## config.mk

```make
export PLATFORM = sky130hd
export DESIGN_NAME = bert_lock_controller
export DESIGN_NICKNAME = d
export VERILOG_FILES = /design/src/hw/bert_lock_pkg.sv /design/src/hw/err_sum_if.sv /design/src/hw/bert_err_popcount.sv /design/src/hw/bert_lock_controller.sv
export VERILOG_INCLUDE_DIRS = /design/src /design/src/hw
export SDC_FILE = /design/constraint.sdc
export NUM_CORES = 1
export LEC_CHECK = 0
export ABC_CLOCK_PERIOD_IN_PS = 8970
export CAP_MARGIN = 20
export CELL_PAD_IN_SITES_DETAIL_PLACEMENT = 1
export CELL_PAD_IN_SITES_GLOBAL_PLACEMENT = 2
export CORE_ASPECT_RATIO = 0.8
export CORE_UTILIZATION = 37
export DETAILED_ROUTE_END_ITERATION = 7
export DONT_BUFFER_PORTS = 1
export PLACE_DENSITY = 0.89
export SETUP_SLACK_MARGIN = 0.3
export SYNTH_ARGS = -nofsm -noshare
export SYNTH_HDL_FRONTEND = slang
export SYNTH_SLANG_ARGS = --single-unit
```

## constraint.sdc

```tcl
create_clock -name core_clk -period 8.97 [get_ports core_clk]
set_input_delay 0.897 -clock core_clk [delete_from_list [all_inputs] [get_ports core_clk]]
set_output_delay 0.897 -clock core_clk [all_outputs]
set_load 0.02 [all_outputs]
```

## src/hw/bert_lock_consts.svh

```systemverilog
// What this block does
// enabled: idle, one wait cycle, then acquire
// acquire compares received and local bytes, ten bytes
// clean window, no 24-zero run: lock
// 24-zero run during acquire returns to idle
// locked: count bit errors over 32 bytes
// 63-zero run while locked means lock lost
// window done without false lock: evaluate errors
// more than 32 errors: lock lost
// lost: set flag, bump count, back idle
// state advances only on word-rate enable cycles
// illegal state encoding sets sticky error flag
// lock-lost flag sticky until cleared
// eight-bit lock loss count output
// datapath gives error bits as two nibbles
// datapath gives sixteen-bit zero run count
// byte errors: ones in both nibbles added
// zero run counts zeros, restarts on one
// flag clear resets both sticky flags
// 32 or fewer errors: new window, stay locked
// locked asserted in monitor and evaluate states
`ifndef BERT_LOCK_CONSTS_SVH
`define BERT_LOCK_CONSTS_SVH

`define BERT_ACQ_BYTES 10
`define BERT_MON_BYTES 32
`define BERT_ACQ_ZERO_LIMIT 16'h0018
`define BERT_FALSE_LOCK_ZEROS 16'h003f
`define BERT_MAX_WIN_ERRORS 9'h020

`define BERT_BYTE_W 8
`define BERT_NIBBLE_W 4
`define BERT_NIB_SUM_W 4
`define BERT_ZERO_CNT_W 16
`define BERT_LOSS_CNT_W 8
`define BERT_ERR_CNT_W 9
`define BERT_BYTE_CNT_W 6

`define BERT_ADDR_W 4
`define BERT_DATA_W 32
`define BERT_REG_CTRL 4'h0
`define BERT_REG_STATUS 4'h4
`define BERT_REG_LOSS 4'h8
`define BERT_REG_ERRS 4'hc

`define BERT_CTRL_ENABLE_BIT 0
`define BERT_CTRL_CLEAR_BIT 1
`define BERT_STAT_LOCKED_BIT 0
`define BERT_STAT_LOST_BIT 1
`define BERT_STAT_ILLEGAL_BIT 2
`define BERT_STAT_STATE_LSB 4

`endif

```

## src/hw/bert_lock_pkg.sv

```systemverilog
`default_nettype none

package bert_lock_pkg;

    typedef enum logic [2:0] {
        IDLE_S,
        WAIT_S,
        ACQUIRE_S,
        MONITOR_S,
        EVAL_S,
        LOST_S
    } lock_state_e;

endpackage

`default_nettype wire

```

## src/hw/err_sum_if.sv

```systemverilog
`timescale 1ns/1ps
`default_nettype none

interface err_sum_if #(
    parameter int NIB_W = 4,
    parameter int SUM_W = 4
);
    logic [NIB_W-1:0] upper;
    logic [NIB_W-1:0] lower;
    logic [SUM_W-1:0] sum;

    modport calc (input upper, input lower, output sum);
    modport user (output upper, output lower, input sum);
endinterface

`default_nettype wire

```

## src/hw/bert_err_popcount.sv

```systemverilog
`timescale 1ns/1ps
`default_nettype none

module bert_err_popcount #(
    parameter int NIB_W = 4,
    parameter int SUM_W = 4
) (
    err_sum_if.calc bus
);
    if ((1 << SUM_W) <= 2 * NIB_W) begin : bad_sum_width
        $error("popcount sum width too narrow");
    end

    // each set bit in either nibble is one mismatched bit
    always_comb begin
        logic [SUM_W-1:0] acc;
        acc = '0;
        for (int i = 0; i < NIB_W; i++) begin
            acc = acc + SUM_W'(bus.upper[i]) + SUM_W'(bus.lower[i]);
        end
        bus.sum = acc;
    end
endmodule

`default_nettype wire

```

## src/hw/bert_lock_controller.sv

```systemverilog
`timescale 1ns/1ps
`default_nettype none
`include "bert_lock_consts.svh"

module bert_lock_controller
    import bert_lock_pkg::*;
#(
    parameter int ACQ_BYTES = `BERT_ACQ_BYTES,
    parameter int MON_BYTES = `BERT_MON_BYTES
) (
    input wire logic core_clk,
    input wire logic srst,
    input wire logic wordRateEnable,
    input wire logic bertEnable,
    input wire logic [`BERT_BYTE_W-1:0] rxByte,
    input wire logic [`BERT_BYTE_W-1:0] localPatternByte,
    input wire logic [`BERT_NIBBLE_W-1:0] errBitsUpper,
    input wire logic [`BERT_NIBBLE_W-1:0] errBitsLower,
    input wire logic [`BERT_ZERO_CNT_W-1:0] zeroRunCount,
    input wire logic flagClear,
    output logic locked,
    output logic lockLostFlag,
    output logic [`BERT_LOSS_CNT_W-1:0] lockLossCount,
    output logic fsmIllegalFlag,
    input wire logic [`BERT_ADDR_W-1:0] avs_address,
    input wire logic avs_read,
    input wire logic avs_write,
    input wire logic [`BERT_DATA_W-1:0] avs_writedata,
    output logic [`BERT_DATA_W-1:0] avs_readdata,
    output logic avs_waitrequest
);
    if (ACQ_BYTES < 1 || ACQ_BYTES > (1 << `BERT_BYTE_CNT_W)) begin : bad_acq_bytes
        $error("acquire window out of range");
    end
    if (MON_BYTES < 1 || MON_BYTES > (1 << `BERT_BYTE_CNT_W)
        || MON_BYTES * `BERT_BYTE_W >= (1 << `BERT_ERR_CNT_W)) begin : bad_mon_bytes
        $error("monitor window out of range");
    end

    localparam logic [`BERT_BYTE_CNT_W-1:0] ACQ_LAST = `BERT_BYTE_CNT_W'(ACQ_BYTES - 1);
    localparam logic [`BERT_BYTE_CNT_W-1:0] MON_LAST = `BERT_BYTE_CNT_W'(MON_BYTES - 1);

    lock_state_e stateQ;
    lock_state_e stateD;
    lock_state_e stateNext;
    logic illegalNow;
    logic [`BERT_BYTE_CNT_W-1:0] byteCnt_q;
    logic mismatchSeen_q;
    logic [`BERT_ERR_CNT_W-1:0] errCnt_q;
    logic [`BERT_ERR_CNT_W-1:0] lastWinErrs_q;
    logic locked_q;
    logic lockLost_q;
    logic illegal_q;
    logic [`BERT_LOSS_CNT_W-1:0] lossCnt_q;
    logic ctrlEnable_q;
    logic clearPulse_q;
    logic wait_q;
    logic [`BERT_DATA_W-1:0] rdata_q;
    logic [`BERT_DATA_W-1:0] rdMux;
    logic runEn;
    logic clearFlags;
    logic byteMismatch;
    logic acqZeroRun;
    logic falseLock;
    logic tooManyErrs;
    logic busWriteDone;

    err_sum_if #(.NIB_W(`BERT_NIBBLE_W), .SUM_W(`BERT_NIB_SUM_W)) errBus ();

    assign errBus.upper = errBitsUpper;
    assign errBus.lower = errBitsLower;

    bert_err_popcount #(.NIB_W(`BERT_NIBBLE_W), .SUM_W(`BERT_NIB_SUM_W)) errCount (
        .bus(errBus)
    );

    assign runEn = bertEnable | ctrlEnable_q;
    assign clearFlags = flagClear | clearPulse_q;
    assign byteMismatch = (rxByte != localPatternByte);
    // the zero run is trusted as delivered: it climbs per zero bit and restarts on a one
    assign acqZeroRun = (zeroRunCount >= `BERT_ACQ_ZERO_LIMIT);
    assign falseLock = (zeroRunCount >= `BERT_FALSE_LOCK_ZEROS);
    assign tooManyErrs = (errCnt_q > `BERT_MAX_WIN_ERRORS);
    assign busWriteDone = avs_write & ~wait_q;

    always_comb begin
        stateNext = stateQ;
        illegalNow = 1'b0;
        case (stateQ)
            IDLE_S: begin
                if (runEn) begin
                    stateNext = WAIT_S;
                end
            end
            WAIT_S: begin
                stateNext = ACQUIRE_S;
            end
            ACQUIRE_S: begin
                if (acqZeroRun) begin
                    stateNext = IDLE_S;
                end else if (byteCnt_q == ACQ_LAST) begin
                    // a dirty window simply starts another acquire window
                    if (!mismatchSeen_q && !byteMismatch) begin
                        stateNext = MONITOR_S;
                    end
                end
            end
            MONITOR_S: begin
                if (falseLock) begin
                    stateNext = LOST_S;
                end else if (byteCnt_q == MON_LAST) begin
                    stateNext = EVAL_S;
                end
            end
            EVAL_S: begin
                if (tooManyErrs) begin
                    stateNext = LOST_S;
                end else begin
                    stateNext = MONITOR_S;
                end
            end
            LOST_S: begin
                stateNext = IDLE_S;
            end
            default: begin
                stateNext = IDLE_S;
                illegalNow = 1'b1;
            end
        endcase
        // dropping enable abandons the search, but a pending loss is still counted
        if (!runEn && stateQ != LOST_S) begin
            stateNext = IDLE_S;
        end
        stateD = wordRateEnable ? stateNext : stateQ;
    end

    always_ff @(posedge core_clk) begin
        if (srst) begin
            stateQ <= IDLE_S;
        end else begin
            stateQ <= stateD;
        end
    end

    always_ff @(posedge core_clk) begin
        if (srst) begin
            byteCnt_q <= '0;
        end else if (wordRateEnable) begin
            if ((stateQ == ACQUIRE_S || stateQ == MONITOR_S) && stateD == stateQ
                && !(stateQ == ACQUIRE_S && byteCnt_q == ACQ_LAST)) begin
                byteCnt_q <= byteCnt_q + 1'b1;
            end else begin
                byteCnt_q <= '0;
            end
        end
    end

    always_ff @(posedge core_clk) begin
        if (srst) begin
            mismatchSeen_q <= 1'b0;
        end else if (wordRateEnable) begin
            if (stateQ == ACQUIRE_S && stateD == ACQUIRE_S && byteCnt_q != ACQ_LAST) begin
                mismatchSeen_q <= mismatchSeen_q | byteMismatch;
            end else begin
                mismatchSeen_q <= 1'b0;
            end
        end
    end

    // the count is held through evaluation and cleared on leaving it
    always_ff @(posedge core_clk) begin
        if (srst) begin
            errCnt_q <= '0;
        end else if (wordRateEnable) begin
            if (stateQ == MONITOR_S && (stateD == MONITOR_S || stateD == EVAL_S)) begin
                errCnt_q <= errCnt_q + `BERT_ERR_CNT_W'(errBus.sum);
            end else begin
                errCnt_q <= '0;
            end
        end
    end

    always_ff @(posedge core_clk) begin
        if (srst) begin
            lastWinErrs_q <= '0;
        end else if (wordRateEnable && stateQ == EVAL_S) begin
            lastWinErrs_q <= errCnt_q;
        end
    end

    always_ff @(posedge core_clk) begin
        if (srst) begin
            locked_q <= 1'b0;
        end else begin
            locked_q <= (stateD == MONITOR_S) || (stateD == EVAL_S);
        end
    end

    // set wins over clear so a loss in the clearing cycle is kept
    always_ff @(posedge core_clk) begin
        if (srst) begin
            lockLost_q <= 1'b0;
        end else if (wordRateEnable && stateQ == LOST_S) begin
            lockLost_q <= 1'b1;
        end else if (clearFlags) begin
            lockLost_q <= 1'b0;
        end
    end

    always_ff @(posedge core_clk) begin
        if (srst) begin
            lossCnt_q <= '0;
        end else if (wordRateEnable && stateQ == LOST_S) begin
            lossCnt_q <= lossCnt_q + 1'b1;
        end
    end

    always_ff @(posedge core_clk) begin
        if (srst) begin
            illegal_q <= 1'b0;
        end else if (illegalNow) begin
            illegal_q <= 1'b1;
        end else if (clearFlags) begin
            illegal_q <= 1'b0;
        end
    end

    assign locked = locked_q;
    assign lockLostFlag = lockLost_q;
    assign lockLossCount = lossCnt_q;
    assign fsmIllegalFlag = illegal_q;

    // register slave: one wait cycle on every access, then the answer
    always_ff @(posedge core_clk) begin
        if (srst) begin
            wait_q <= 1'b1;
        end else if ((avs_read | avs_write) && wait_q) begin
            wait_q <= 1'b0;
        end else begin
            wait_q <= 1'b1;
        end
    end

    always_comb begin
        rdMux = '0;
        case (avs_address)
            `BERT_REG_CTRL: begin
                rdMux[`BERT_CTRL_ENABLE_BIT] = ctrlEnable_q;
            end
            `BERT_REG_STATUS: begin
                rdMux[`BERT_STAT_LOCKED_BIT] = locked_q;
                rdMux[`BERT_STAT_LOST_BIT] = lockLost_q;
                rdMux[`BERT_STAT_ILLEGAL_BIT] = illegal_q;
                rdMux[`BERT_STAT_STATE_LSB +: $bits(lock_state_e)] = stateQ;
            end
            `BERT_REG_LOSS: begin
                rdMux[`BERT_LOSS_CNT_W-1:0] = lossCnt_q;
            end
            `BERT_REG_ERRS: begin
                rdMux[`BERT_ERR_CNT_W-1:0] = lastWinErrs_q;
            end
            default: begin
                rdMux = '0;
            end
        endcase
    end

    always_ff @(posedge core_clk) begin
        if (srst) begin
            rdata_q <= '0;
        end else if (avs_read && wait_q) begin
            rdata_q <= rdMux;
        end
    end

    always_ff @(posedge core_clk) begin
        if (srst) begin
            ctrlEnable_q <= 1'b0;
        end else if (busWriteDone && avs_address == `BERT_REG_CTRL) begin
            ctrlEnable_q <= avs_writedata[`BERT_CTRL_ENABLE_BIT];
        end
    end

    always_ff @(posedge core_clk) begin
        if (srst) begin
            clearPulse_q <= 1'b0;
        end else begin
            clearPulse_q <= busWriteDone && avs_address == `BERT_REG_CTRL
                && avs_writedata[`BERT_CTRL_CLEAR_BIT];
        end
    end

    assign avs_readdata = rdata_q;
    assign avs_waitrequest = wait_q;
endmodule

`default_nettype wire

```

==> Word-level counts from Yosys, hierarchy flattened <==
Cells that the tools add are included.
Widths: inputs -> output; s select.
{ "totals": {"output_inout_bits": 44, "elab_cells": 97, "ff_bits": 51, "in_bits": 83} }
{ "classes": {"reduce_logical": 24, "n_bitwise": 6, "eq_ne": 18, "n_mux": 23, "addsub": 10, "magnitude_cmp": 3} }
{ "op_table": {"columns": ["op", "count"], "rows": [
  ["$mux 3", 9],
  ["$add 4x1->4", 6],
  ["$ge 16x5->1 const B", 1],
  ["$ge 16x6->1 const B", 1],
  ["$pmux 3 s5", 1],
  ["$logic_and 1x1->1", 14],
  ["$eq 3x2->1 const B", 4],
  ["$add 9x4->9", 1],
  ["$eq 3x3->1 const B", 3],
  ["$gt 9x6->1 const B", 1],
  ["$mux 9", 1],
  ["$pmux 3 s3", 1],
  ["$add 8x1->8 const B", 1],
  ["$eq 4x4->1 const B", 2],
  ["$ne 8x8->1", 1],
  ["$add 6x1->6 const B", 1],
  ["$eq 6x4->1 const B", 1],
  ["$eq 6x5->1 const B", 1],
  ["$mux 1", 6],
  ["$mux 6", 1],
  ["$ne 6x4->1 const B", 1],
  ["$pmux 2 s3", 1],
  ["$reduce_or 6->1", 1],
  ["$eq 4x3->1 const B", 1],
  ["other kinds (15)", 23]
]} }

==> Depth between registers and ports, before layout <==
Gate-level depths: netlist of the first run.
{ "depth": {"ltp_word": 13, "ltp_mapped": 16, "ltp_nobuf": 16} }

==> By module <==
A second synthesis of the first run with hierarchy kept.
{ "hier_totals": {"hier_cells": 357, "hier_area_um2": 3021.6} }
{ "modules_own_cells": {"columns": ["module", "n_inst", "area_per_inst_um2", "seq_area_each_um2", "cells_each"], "rows": [
  ["bert_lock_controller", 1, 2831.5, 1021.0, 333],
  ["bert_err_popcount", 1, 190.2, 0.0, 24]
]} }

==> Least setup slack after synthesis of the first run <==
Ideal clock, no wire load.
{ "synth_timing": {"kind": "input -> register", "from": "input errBitsUpper[0]", "to": "register errCnt_q[8]", "path_buffers": 0, "cell_stages": 14, "path_slack_ns": 4.658, "arrival_ns": 4.242, "setup_ns": 0.070, "required_time_ns": 8.900, "cell_sequence": "ha_1 inv_1 fa_1 fa_1 fa_1 fa_1 fa_1 nor2b_1 o21ai_0 a21oi_1 nand4_1 xnor2_1 nand2_1 a21oi_1"} }
{ "synth_between": {"elab_chain_len": 9} }
{ "synth_lines": {"columns": ["item", "line", "rtl"], "rows": [
  ["start, declared", "bert_lock_controller.sv:17", "input wire logic [`BERT_NIBBLE_W-1:0] errBitsUpper,"],
  ["$add 1x1->2", "bert_err_popcount.sv:19", "acc = acc + SUM_W'(bus.upper[i]) + SUM_W'(bus.lower[i]);"],
  ["$add 4x1->4 (6 in a row)", "bert_err_popcount.sv:19", null],
  ["$add 9x4->9", "bert_lock_controller.sv:176", "errCnt_q <= errCnt_q + `BERT_ERR_CNT_W'(errBus.sum);"],
  ["$mux 9", "bert_lock_controller.sv:175", "if (stateQ == MONITOR_S && (stateD == MONITOR_S || stateD == EVAL_S)) begin"],
  ["end signal, assigned", "bert_lock_controller.sv:176", null],
  ["end, declared", "bert_lock_controller.sv:49", "logic [`BERT_ERR_CNT_W-1:0] errCnt_q;"]
]} }
No other way between the ends.
A chain may end at the register's enable or synchronous reset.

==> Worst setup path in the final report of the first run <==
Ends and elaborated chain as after synthesis.

==> results of run 1 <==
stage by stage:
step,instance area [µm²],setup WS (ns)
after floorplan,3140,4.66
after global placement,3050,4.48
after detailed placement,3050,4.38
after CTS,3150,4.62
after global routing,3150,4.44
final,3150,4.60
layer usage:
layer | up-vias | GRT usage (%) | part of all wire, %
met5 | - | 0 | 0
met4 | 0 | 5.80 | 1.5
met3 | 11 | 4.95 | 6.3
met2 | 80 | 28.5 | 45
met1 | 1172 | 23.3 | 48
li1 | 1215 | - | -
layout make-up:
class                      count  area (µm²)  area share, %
multi-input combinational    286        1810           57.4
clock buffer                   5        68.8           2.18
clock inverter                 2        37.5           1.19
inverter                      19        71.3           2.26
sequential                    51        1020           32.4
tap                          108         135           4.29
timing repair buffer           1        7.51          0.238
cells in the mapped netlist (6+ instances only):
| cell | instances | area (µm²) |
|---|---|---|
| a21oi_1 | 37 | 185 |
| nand3_1 | 7 | 35.0 |
| nor2_1 | 38 | 143 |
| ha_1 | 10 | 125 |
| dfxtp_1 | 51 | 1020 |
| buf_4 | 23 | 173 |
| nand2_1 | 49 | 184 |
| inv_1 | 18 | 67.6 |
| nand4_1 | 10 | 62.6 |
| xor2_1 | 11 | 96.3 |
| xnor2_1 | 15 | 131 |
| clkbuf_1 | 12 | 45.0 |
| a22oi_1 | 6 | 45.0 |
cells in the final DEF (no fill, tap or decap), types with 3 or more instances in the layout:
master    Yosys  final
a211oi_1      4      4
a21oi_1      37     37
a22oi_1       6      6
and3_1        3      3
clkbuf_8      0      5
conb_1        1     23
dfxtp_1      51     51
fa_1          5      5
ha_1         10     10
inv_1        18     18
mux2_2        5      5
mux2i_1       3      3
nand2_1      49     49
nand2b_1      4      4
nand3_1       7      7
nand4_1      10     10
nand4b_1      4      4
nor2_1       38     38
nor2b_1       5      5
nor3_1        3      3
nor4_1        5      5
o211ai_1      3      3
o21ai_0       4      4
o31ai_1       5      5
xnor2_1      15     15
xor2_1       11     11
cell families (layout without fill, tap and decap cells):
logic type,Yosys count,in the layout,share of synthesized area (%)
adder cells (fa/ha/maj),15,15,7.38
AND/OR/NAND/NOR,144,144,23.3
other,1,23,0.123
buffers and inverters,57,27,9.96
multiplexers,10,10,4.30
XOR/XNOR,26,26,7.46
flip-flops,51,51,33.4
AO/OA/AOI/OAI,68,68,14.1
power by group through the flow:
stage               Clock, mW  Sequential [mW]  Combinational (mW)
CTS                     0.164            0.229              0.0533
detailed placement          0            0.234              0.0531
global route            0.171            0.229              0.0588
global placement            0            0.234              0.0506
floorplan                   0            0.233              0.0576
finish                  0.158            0.229              0.0523
worst paths after layout:
check	startpoint	endpoint	slack [ns]	cells past startpoint
worst max-delay path	errBitsUpper[0]	errCnt_q[8]	4.60	14
worst min-delay path	lastWinErrs_q[4]	lastWinErrs_q[4]	0.46	2
worst max register to register	stateQ[0]	errCnt_q[2]	6.56	6
worst min register to register	lastWinErrs_q[4]	lastWinErrs_q[4]	0.46	2
worst max-delay path, stage by stage:
cell and delay (ns):
ha_1 0.26, inv_1 0.04, fa_1 0.49, fa_1 0.43
fa_1 0.42, fa_1 0.49, fa_1 0.45, nor2b_1 0.12
o21ai_0 0.08, a21oi_1 0.31, nand4_1 0.17, xnor2_1 0.21
nand2_1 0.09, a21oi_1 0.12
flip-flops by register name (all words and copies together), names as in the netlist, 3 cells and up:
| name | cells |
|---|---|
| errCnt_q | 9 |
| lastWinErrs_q | 9 |
| avs_readdata | 9 |
| byteCnt_q | 6 |
| stateQ | 3 |
| lockLossCount | 8 |
==> impl_metrics.csv, run 1 <==
group,metric,value,unit
place,dp_cells,465,
power_and_ir_drop,intPower,329,µW
sta,clock.fmax,0.229,GHz
sta,worst_pin_slew,0.662,ns
floorplan,pin_count,127,
place,gp_congestion,0.821,
floorplan,fp.dieW,104,µm
routing,dr.pass1.iters,4,
sta,relSlewSlack,55.5,%
sta,fin_crit,4.37,ns
place,dpl.hpwl,5620,µm
cts,tritoncts,"yes",
floorplan,die_h,83.2,µm
cts,cts_buffers,5,
synth,ys_async_sr_fraction,0,%
final_layout,fill_cells,980,
floorplan,rows,29,
flow_run,maxCapViolCount,0,
power_and_ir_drop,switching_share,25.2,%
final_layout,area_growth,3.24,%
sta,rsz0062_at_grt,"false",
power_and_ir_drop,finalPower,440,µW
floorplan,start_util,38.4,%
routing,ant_nets,0,
power_and_ir_drop,combPwrFrac,11.9,%
sta,fin_crit_sh,48.7,%
synth,synth-edff-count,0,
worst_setup_path,endpoint_kind,"flip-flop",
worst_setup_path,start_kind,"input pin",
grt,grt.total_usage,17.9,%
cts,cts_setup_buffers,0,
routing,drtIter0Drc,55,
routing,routed_wl,7330,µm
synth,synth_area_per_cell,8.21,µm²
hold_path,worstHoldPathType,"reg2reg",
routing,avgViaCountPerCell,5.25,
routing,num_vias,2478,
routing,wl_per_cell,15.5,µm
grt,grt_pass1_vias,2490,
grt,antenna_found_initial,0,
power_and_ir_drop,powerDensity,139,nW/µm²
synth,postSynthCellCount,372,
cts,cts_hold_buf,0,
sta,finClkSkew,0.00862,ns
floorplan,core,7950,µm²
final_layout,fin_nets,462,
synth,ys_ff_latch,51,
power_and_ir_drop,clockPowerShare,36.0,%
synth,yosys_warnings,0,
power_and_ir_drop,seqPwrFrac,52.1,%
sta,hold_ws,0.456,ns
grt,grt_pass1_wl,12400,µm
worst_setup_path,cp_data_required_time,9.21,ns
cts,clockBufferDepth,2,
sta,setup_viol,0,
final_layout,diodes,0,
worst_setup_path,crit_type,"in2reg",
grt,grt_start_max_net_pins,44,
grt,grt_overflow,0,
synth,yosysUniqueCellTypes,53,
final_layout,instances_no_fill,472,
sta,setup-tns-final,0,ns
cts,clk_root_buffer_cell,"clkbuf_8",
cts,ctsResizeCount,0,
sta,hold_viol_final,0,
cts,htree_levels,2,
final_layout,final_core_util,39.7,%
floorplan,die_area,8620,µm²
power_and_ir_drop,ir_worst_vdd,0.0674,mV
final_layout,drive_gt1_share,5.49,%
cts,cts_sinks,51,
synth,synthFlopType,"dfxtp_1",
run_status,status,"finished clean",
cts,clk_latency,0.31,ns
cts,path_clk_slew,0.09,ns
worst_setup_path,arrival,4.60,ns
sta,slew_viol_final,0,
power_and_ir_drop,switching_power,111,µW
place,port_buffers,0,
power_and_ir_drop,power.leakage,1.15,nW
synth,synth_area,3050,µm²
synth,ys_seq_area_share,33.4,%
worst_setup_path,crit_path_max_fanout,3,
routing,drc,0,
Power figures use the tool's default switching activity.
==> run 2, diff against run 1 <==
ABC_CLOCK_PERIOD_IN_PS = 4400   (was 8970)
CORE_UTILIZATION = 35   (was 37)
PLACE_DENSITY = 0.86   (was 0.89)
clock period = 4.4 ns   (was 8.97 ns; I/O delays follow)
==> run 2 against run 1 <==
  * Cell area is essentially flat
  * Clock power increased by 85%
  * Power up 97%
  * Sequential share of layout area barely moved
  * Worst setup slack got worse by 4.0 ns
  * Sequential power is 100% higher
==> impl_metrics.csv, run 2 (synthesis results as in run 1) <==
group,metric,value,unit
floorplan,fp.dieW,106,µm
power_and_ir_drop,ir_worst_vdd,0.135,mV
sta,rsz0062_at_grt,"false",
worst_setup_path,crit_path_max_fanout,3,
sta,clock.fmax,0.265,GHz
sta,fin_crit,3.77,ns
cts,clk_root_buffer_cell,"clkbuf_8",
worst_setup_path,endpoint_kind,"flip-flop",
grt,antenna_found_initial,0,
final_layout,area_growth,3.16,%
floorplan,start_util,36.0,%
sta,worst_pin_slew,0.698,ns
power_and_ir_drop,combPwrFrac,12.4,%
routing,dr.pass1.iters,4,
worst_setup_path,worst_path_most_repeated_cell,"fa_1",
worst_setup_path,crit_type,"in2reg",
cts,tritoncts,"yes",
sta,setup_viol,0,
hold_path,worstHoldPathType,"in2reg",
routing,drtIter0Drc,114,
sta,finalWorstSetupSlack,0.627,ns
place,port_buffers,0,
place,gp_congestion,0.762,
sta,slew_viol_final,0,
final_layout,fin_nets,462,
cts,clk_latency,0.31,ns
grt,grt_pass1_wl,12000,µm
grt,grt_pass1_vias,2494,
sta,fin_crit_sh,85.8,%
power_and_ir_drop,switching_share,27.0,%
sta,hold_ws,0.184,ns
grt,grt_start_max_net_pins,44,
run_status,status,"finished clean",
cts,htree_levels,2,
worst_setup_path,crit_path_max_incr_delay,0.49,ns
routing,drc,0,
final_layout,drive_gt1_share,5.75,%
routing,ant_nets,0,
routing,num_vias,2525,
cts,cts_hold_buf,0,
grt,grt_overflow,0,
place,dpl.hpwl,5510,µm
cts,path_clk_slew,0.10,ns
grt,grt.total_usage,16.4,%
floorplan,die_area,9100,µm²
worst_setup_path,start_kind,"input pin",
power_and_ir_drop,power.leakage,1.15,nW
sta,finClkSkew,0.00885,ns
floorplan,rows,30,
sta,setup-tns-final,0,ns
flow_run,maxCapViolCount,0,
worst_setup_path,critPathTopFamily,"adder cells",
worst_setup_path,cp_data_required_time,4.64,ns
routing,routed_wl,7310,µm
routing,wl_per_cell,15.3,µm
routing,avgViaCountPerCell,5.29,
floorplan,die_h,85.5,µm
power_and_ir_drop,finalPower,867,µW
power_and_ir_drop,powerDensity,275,nW/µm²
final_layout,layout_commonest_cell,"dfxtp_1",
cts,cts_buffers,5,
power_and_ir_drop,intPower,633,µW
power_and_ir_drop,seqPwrFrac,53.9,%
sta,relSlewSlack,53.0,%
sta,hold_viol_final,0,
worst_setup_path,path_buf_inv,1,
cts,ctsResizeCount,0,
worst_setup_path,arrival,4.02,ns
final_layout,fill_cells,1042,
cts,cts_setup_buffers,0,
power_and_ir_drop,clockPowerShare,33.8,%
place,place_ws,0.300,ns
floorplan,pin_count,127,
final_layout,diodes,0,
floorplan,core,8480,µm²
worst_setup_path,worstPathCellList,"ha_1 -> inv_1 -> fa_1 -> fa_1 -> fa_1 -> fa_1 -> fa_1 -> nor2b_1 -> o21ai_0 -> a21oi_1 -> nand4_1 -> xnor2_1 -> nand2_1 -> a21oi_1",
cts,cts_sinks,51,
worst_setup_path,critPathSlowestCell,"fa_1",
cts,clockBufferDepth,2,
power_and_ir_drop,switching_power,234,µW
final_layout,final_cell_mix,"dfxtp_1 (51), nand2_1 (49), nor2_1 (38)",
## run 2: cell types whose count changed in the layout (fill, tap and decap cells not counted)
cell | before | now
clkbuf_8 | 5 | 6
bufinv_16 | 1 | 0
clkinv_4 | 0 | 1
## run 2: area by class of cell
type                            count  area [µm²]  area share (%)
Inverter                           19        71.3            2.26
Multi-Input combinational cell    286        1810            57.5
Tap cell                          112         140            4.45
Timing Repair Buffer                1        7.51           0.238
Clock inverter                      2        16.3           0.516
Sequential cell                    51        1020            32.4
Clock buffer                        6        82.6            2.62
## run 2: worst paths after layout
path,end,from,slack [ns],depth (start not counted)
min,locked,srst,0.18,1
max reg2reg,errCnt_q[2],stateQ[0],2.05,6
max,errCnt_q[8],errBitsUpper[0],0.63,14
min reg2reg,lastWinErrs_q[5],lastWinErrs_q[5],0.46,2
## run 2: through the flow
| step | instance area [µm²] | std cells | util [%] |
|---|---|---|---|
| 2_1_floorplan | 3140 | 394 | - |
| 3_3_place_gp | 3050 | 469 | 36.0 |
| 3_5_place_dp | 3050 | 469 | 36.0 |
| 4_1_cts | 3150 | 477 | 37.1 |
| 5_1_grt | 3150 | 477 | 37.1 |
| 6_report | 3150 | 477 | 37.1 |
## run 2: per-layer routing
metal / GRT usage [%] / vias to the layer above / part of all wire [%]
met2: 26.2 / 82 / 45
met4: 2.62 / 0 / 0.31
li1: - / 1215 / -
met1: 23.2 / 1226 / 49
met5: 0 / - / 0
met3: 3.50 / 2 / 6.1
## run 2: power by group through the flow
| stage | clock [mW] | combinational [mW] | sequential, mW |
|---|---|---|---|
| finish | 0.293 | 0.107 | 0.467 |
| global route | 0.320 | 0.123 | 0.468 |
| CTS | 0.306 | 0.111 | 0.467 |
| detailed placement | 0 | 0.110 | 0.478 |
| global placement | 0 | 0.105 | 0.478 |
| floorplan | 0 | 0.118 | 0.475 |
==> run 3, diff against run 2 <==
REMOVE_ABC_BUFFERS = 1   (was unset)
==> run 3 against run 2 <==
  * Critical path depth is the same
  * Final cell count is the same
  * Core utilization up 0.16 points
  * Critical endpoint is now errCnt_q[6]
  * Largest power group unchanged
  * Highest routed layer unchanged
==> impl_metrics.csv, run 3 (synthesis results as in run 1) <==
group,metric,value,unit
grt,grt_overflow,0,
power_and_ir_drop,seqPwrFrac,51.2,%
floorplan,start_util,36.0,%
cts,htree_levels,2,
sta,slew_viol_final,0,
worst_setup_path,crit_path_max_fanout,3,
floorplan,rows,30,
place,port_buffers,0,
sta,fin_crit_sh,85.0,%
worst_setup_path,crit_type,"in2reg",
power_and_ir_drop,power.leakage,1.16,nW
grt,grt_pass1_vias,2420,
final_layout,final_cell_mix,"dfxtp_1 (51), nand2_1 (49), nor2_1 (38)",
final_layout,drive_gt1_share,5.75,%
routing,wl_per_cell,15.3,µm
worst_setup_path,cp_data_required_time,4.65,ns
sta,rsz0062_at_grt,"false",
cts,cts_setup_buffers,0,
grt,grt_start_max_net_pins,44,
sta,setup-tns-final,0,ns
sta,hold_viol_final,0,
routing,drtIter0Drc,103,
final_layout,diodes,0,
final_layout,area_growth,3.61,%
cts,cts_hold_buf,0,
power_and_ir_drop,combPwrFrac,11.7,%
sta,worst_pin_slew,0.772,ns
routing,avgViaCountPerCell,5.21,
hold_path,hold-path-cell-count,1,
sta,fin_crit,3.74,ns
final_layout,layout_commonest_cell,"dfxtp_1",
power_and_ir_drop,ir_worst_vdd,0.120,mV
worst_setup_path,arrival,3.99,ns
sta,clock.fmax,0.267,GHz
sta,relSlewSlack,48.1,%
sta,setup_viol,0,
routing,dr.pass1.iters,4,
worst_setup_path,endpoint_kind,"flip-flop",
run_status,status,"finished clean",
floorplan,pin_count,127,
cts,ctsResizeCount,0,
final_layout,fill_cells,1054,
routing,num_vias,2486,
power_and_ir_drop,clockPowerShare,37.1,%
sta,finClkSkew,0.00811,ns
power_and_ir_drop,switching_share,26.1,%
final_layout,fin_nets,462,
worst_setup_path,crit_start,"errBitsUpper[0]",
place,gp_congestion,0.781,
cts,clk_latency,0.32,ns
cts,cts_sinks,51,
place,dpl_cell_area,3050,µm²
cts,path_clk_slew,0.10,ns
worst_setup_path,reg2reg_from,"stateQ[2]",
power_and_ir_drop,powerDensity,288,nW/µm²
grt,grt_pass1_wl,12000,µm
floorplan,die_area,9100,µm²
routing,ant_nets,0,
cts,clockBufferDepth,2,
routing,drc,0,
worst_setup_path,r2r_cells,8,
place,dpl.hpwl,5560,µm
hold_path,worstHoldPathType,"in2reg",
floorplan,fp.dieW,106,µm
power_and_ir_drop,switching_power,238,µW
flow_run,maxCapViolCount,0,
final_layout,finish.instance_area,3160,µm²
cts,clk_root_buffer_cell,"clkbuf_8",
routing,routed_wl,7300,µm
grt,antenna_found_initial,0,
cts,tritoncts,"yes",
hold_path,min_from,"srst",
cts,cts_buffers,5,
floorplan,core,8480,µm²
power_and_ir_drop,intPower,674,µW
floorplan,die_h,85.5,µm
worst_setup_path,start_kind,"input pin",
grt,grt.total_usage,16.6,%
run 3: cell count changes in the layout (fill, tap and decap cells not counted):
cell,before,now
bufinv_16,0,1
clkbuf_8,6,5
clkinv_2,0,1
clkinvlp_4,1,0
run 3: metal layers:
layer | up-vias | wire length [µm] | GRT usage (%) | part of all wire, %
li1 | 1218 | - | - | -
met5 | - | 0 | 0 | 0
met2 | 80 | 3180 | 26.3 | 44
met3 | 10 | 390 | 3.19 | 5.3
met1 | 1178 | 3650 | 23.1 | 50
met4 | 0 | 76 | 4.86 | 1.0
run 3: power by group through the flow:
| stage | logic [mW] | clock network [mW] | registers [mW] |
|---|---|---|---|
| 2_1_floorplan | 0.0901 | 0 | 0.477 |
| 3_3_place_gp | 0.103 | 0 | 0.478 |
| 3_5_place_dp | 0.108 | 0 | 0.478 |
| 4_1_cts | 0.109 | 0.346 | 0.467 |
| 5_1_grt | 0.123 | 0.364 | 0.467 |
| 6_report | 0.107 | 0.338 | 0.467 |
run 3: area by class of cell:
cell class | count | area, µm² | share of cell area (%)
inverter | 19 | 71.3 | 2.25
multi-input combinational | 286 | 1810 | 57.2
clock inverter | 3 | 43.8 | 1.38
clock buffer | 5 | 68.8 | 2.18
tap | 112 | 140 | 4.43
timing repair buffer | 1 | 7.51 | 0.237
sequential | 51 | 1020 | 32.3
run 3: worst paths after layout:
kind | endpoint | slack, ns
setup / recovery | errCnt_q[6] | 0.66
hold / removal | lockLossCount[3] | 0.18
setup reg to reg | errCnt_q[3] | 1.96
hold reg to reg | lastWinErrs_q[7] | 0.45
run 3: metrics by stage:
stage / power, mW / instances / setup slack [ns] / hold slack, ns / util (%)
3_5_place_dp: 0.586 / 469 / 0.305 / 0.445 / 36.0
5_1_grt: 0.955 / 477 / 0.428 / 0.166 / 37.3
2_1_floorplan: 0.567 / 356 / 0.549 / 0.427 / -
6_report: 0.912 / 477 / 0.659 / 0.177 / 37.3
4_1_cts: 0.921 / 477 / 0.640 / 0.170 / 37.3
3_3_place_gp: 0.581 / 469 / 0.367 / 0.442 / 36.0
run 3: critical path, cell delays in order:
cell     delay [ns]
ha_1           0.25
inv_1          0.04
fa_1           0.49
fa_1           0.43
fa_1           0.42
fa_1           0.49
fa_1           0.45
nor2b_1        0.12
o21ai_0        0.08
a21oi_1        0.28
nand3_1        0.14
xnor2_1        0.15
nand2_1        0.06
a21oi_1        0.14
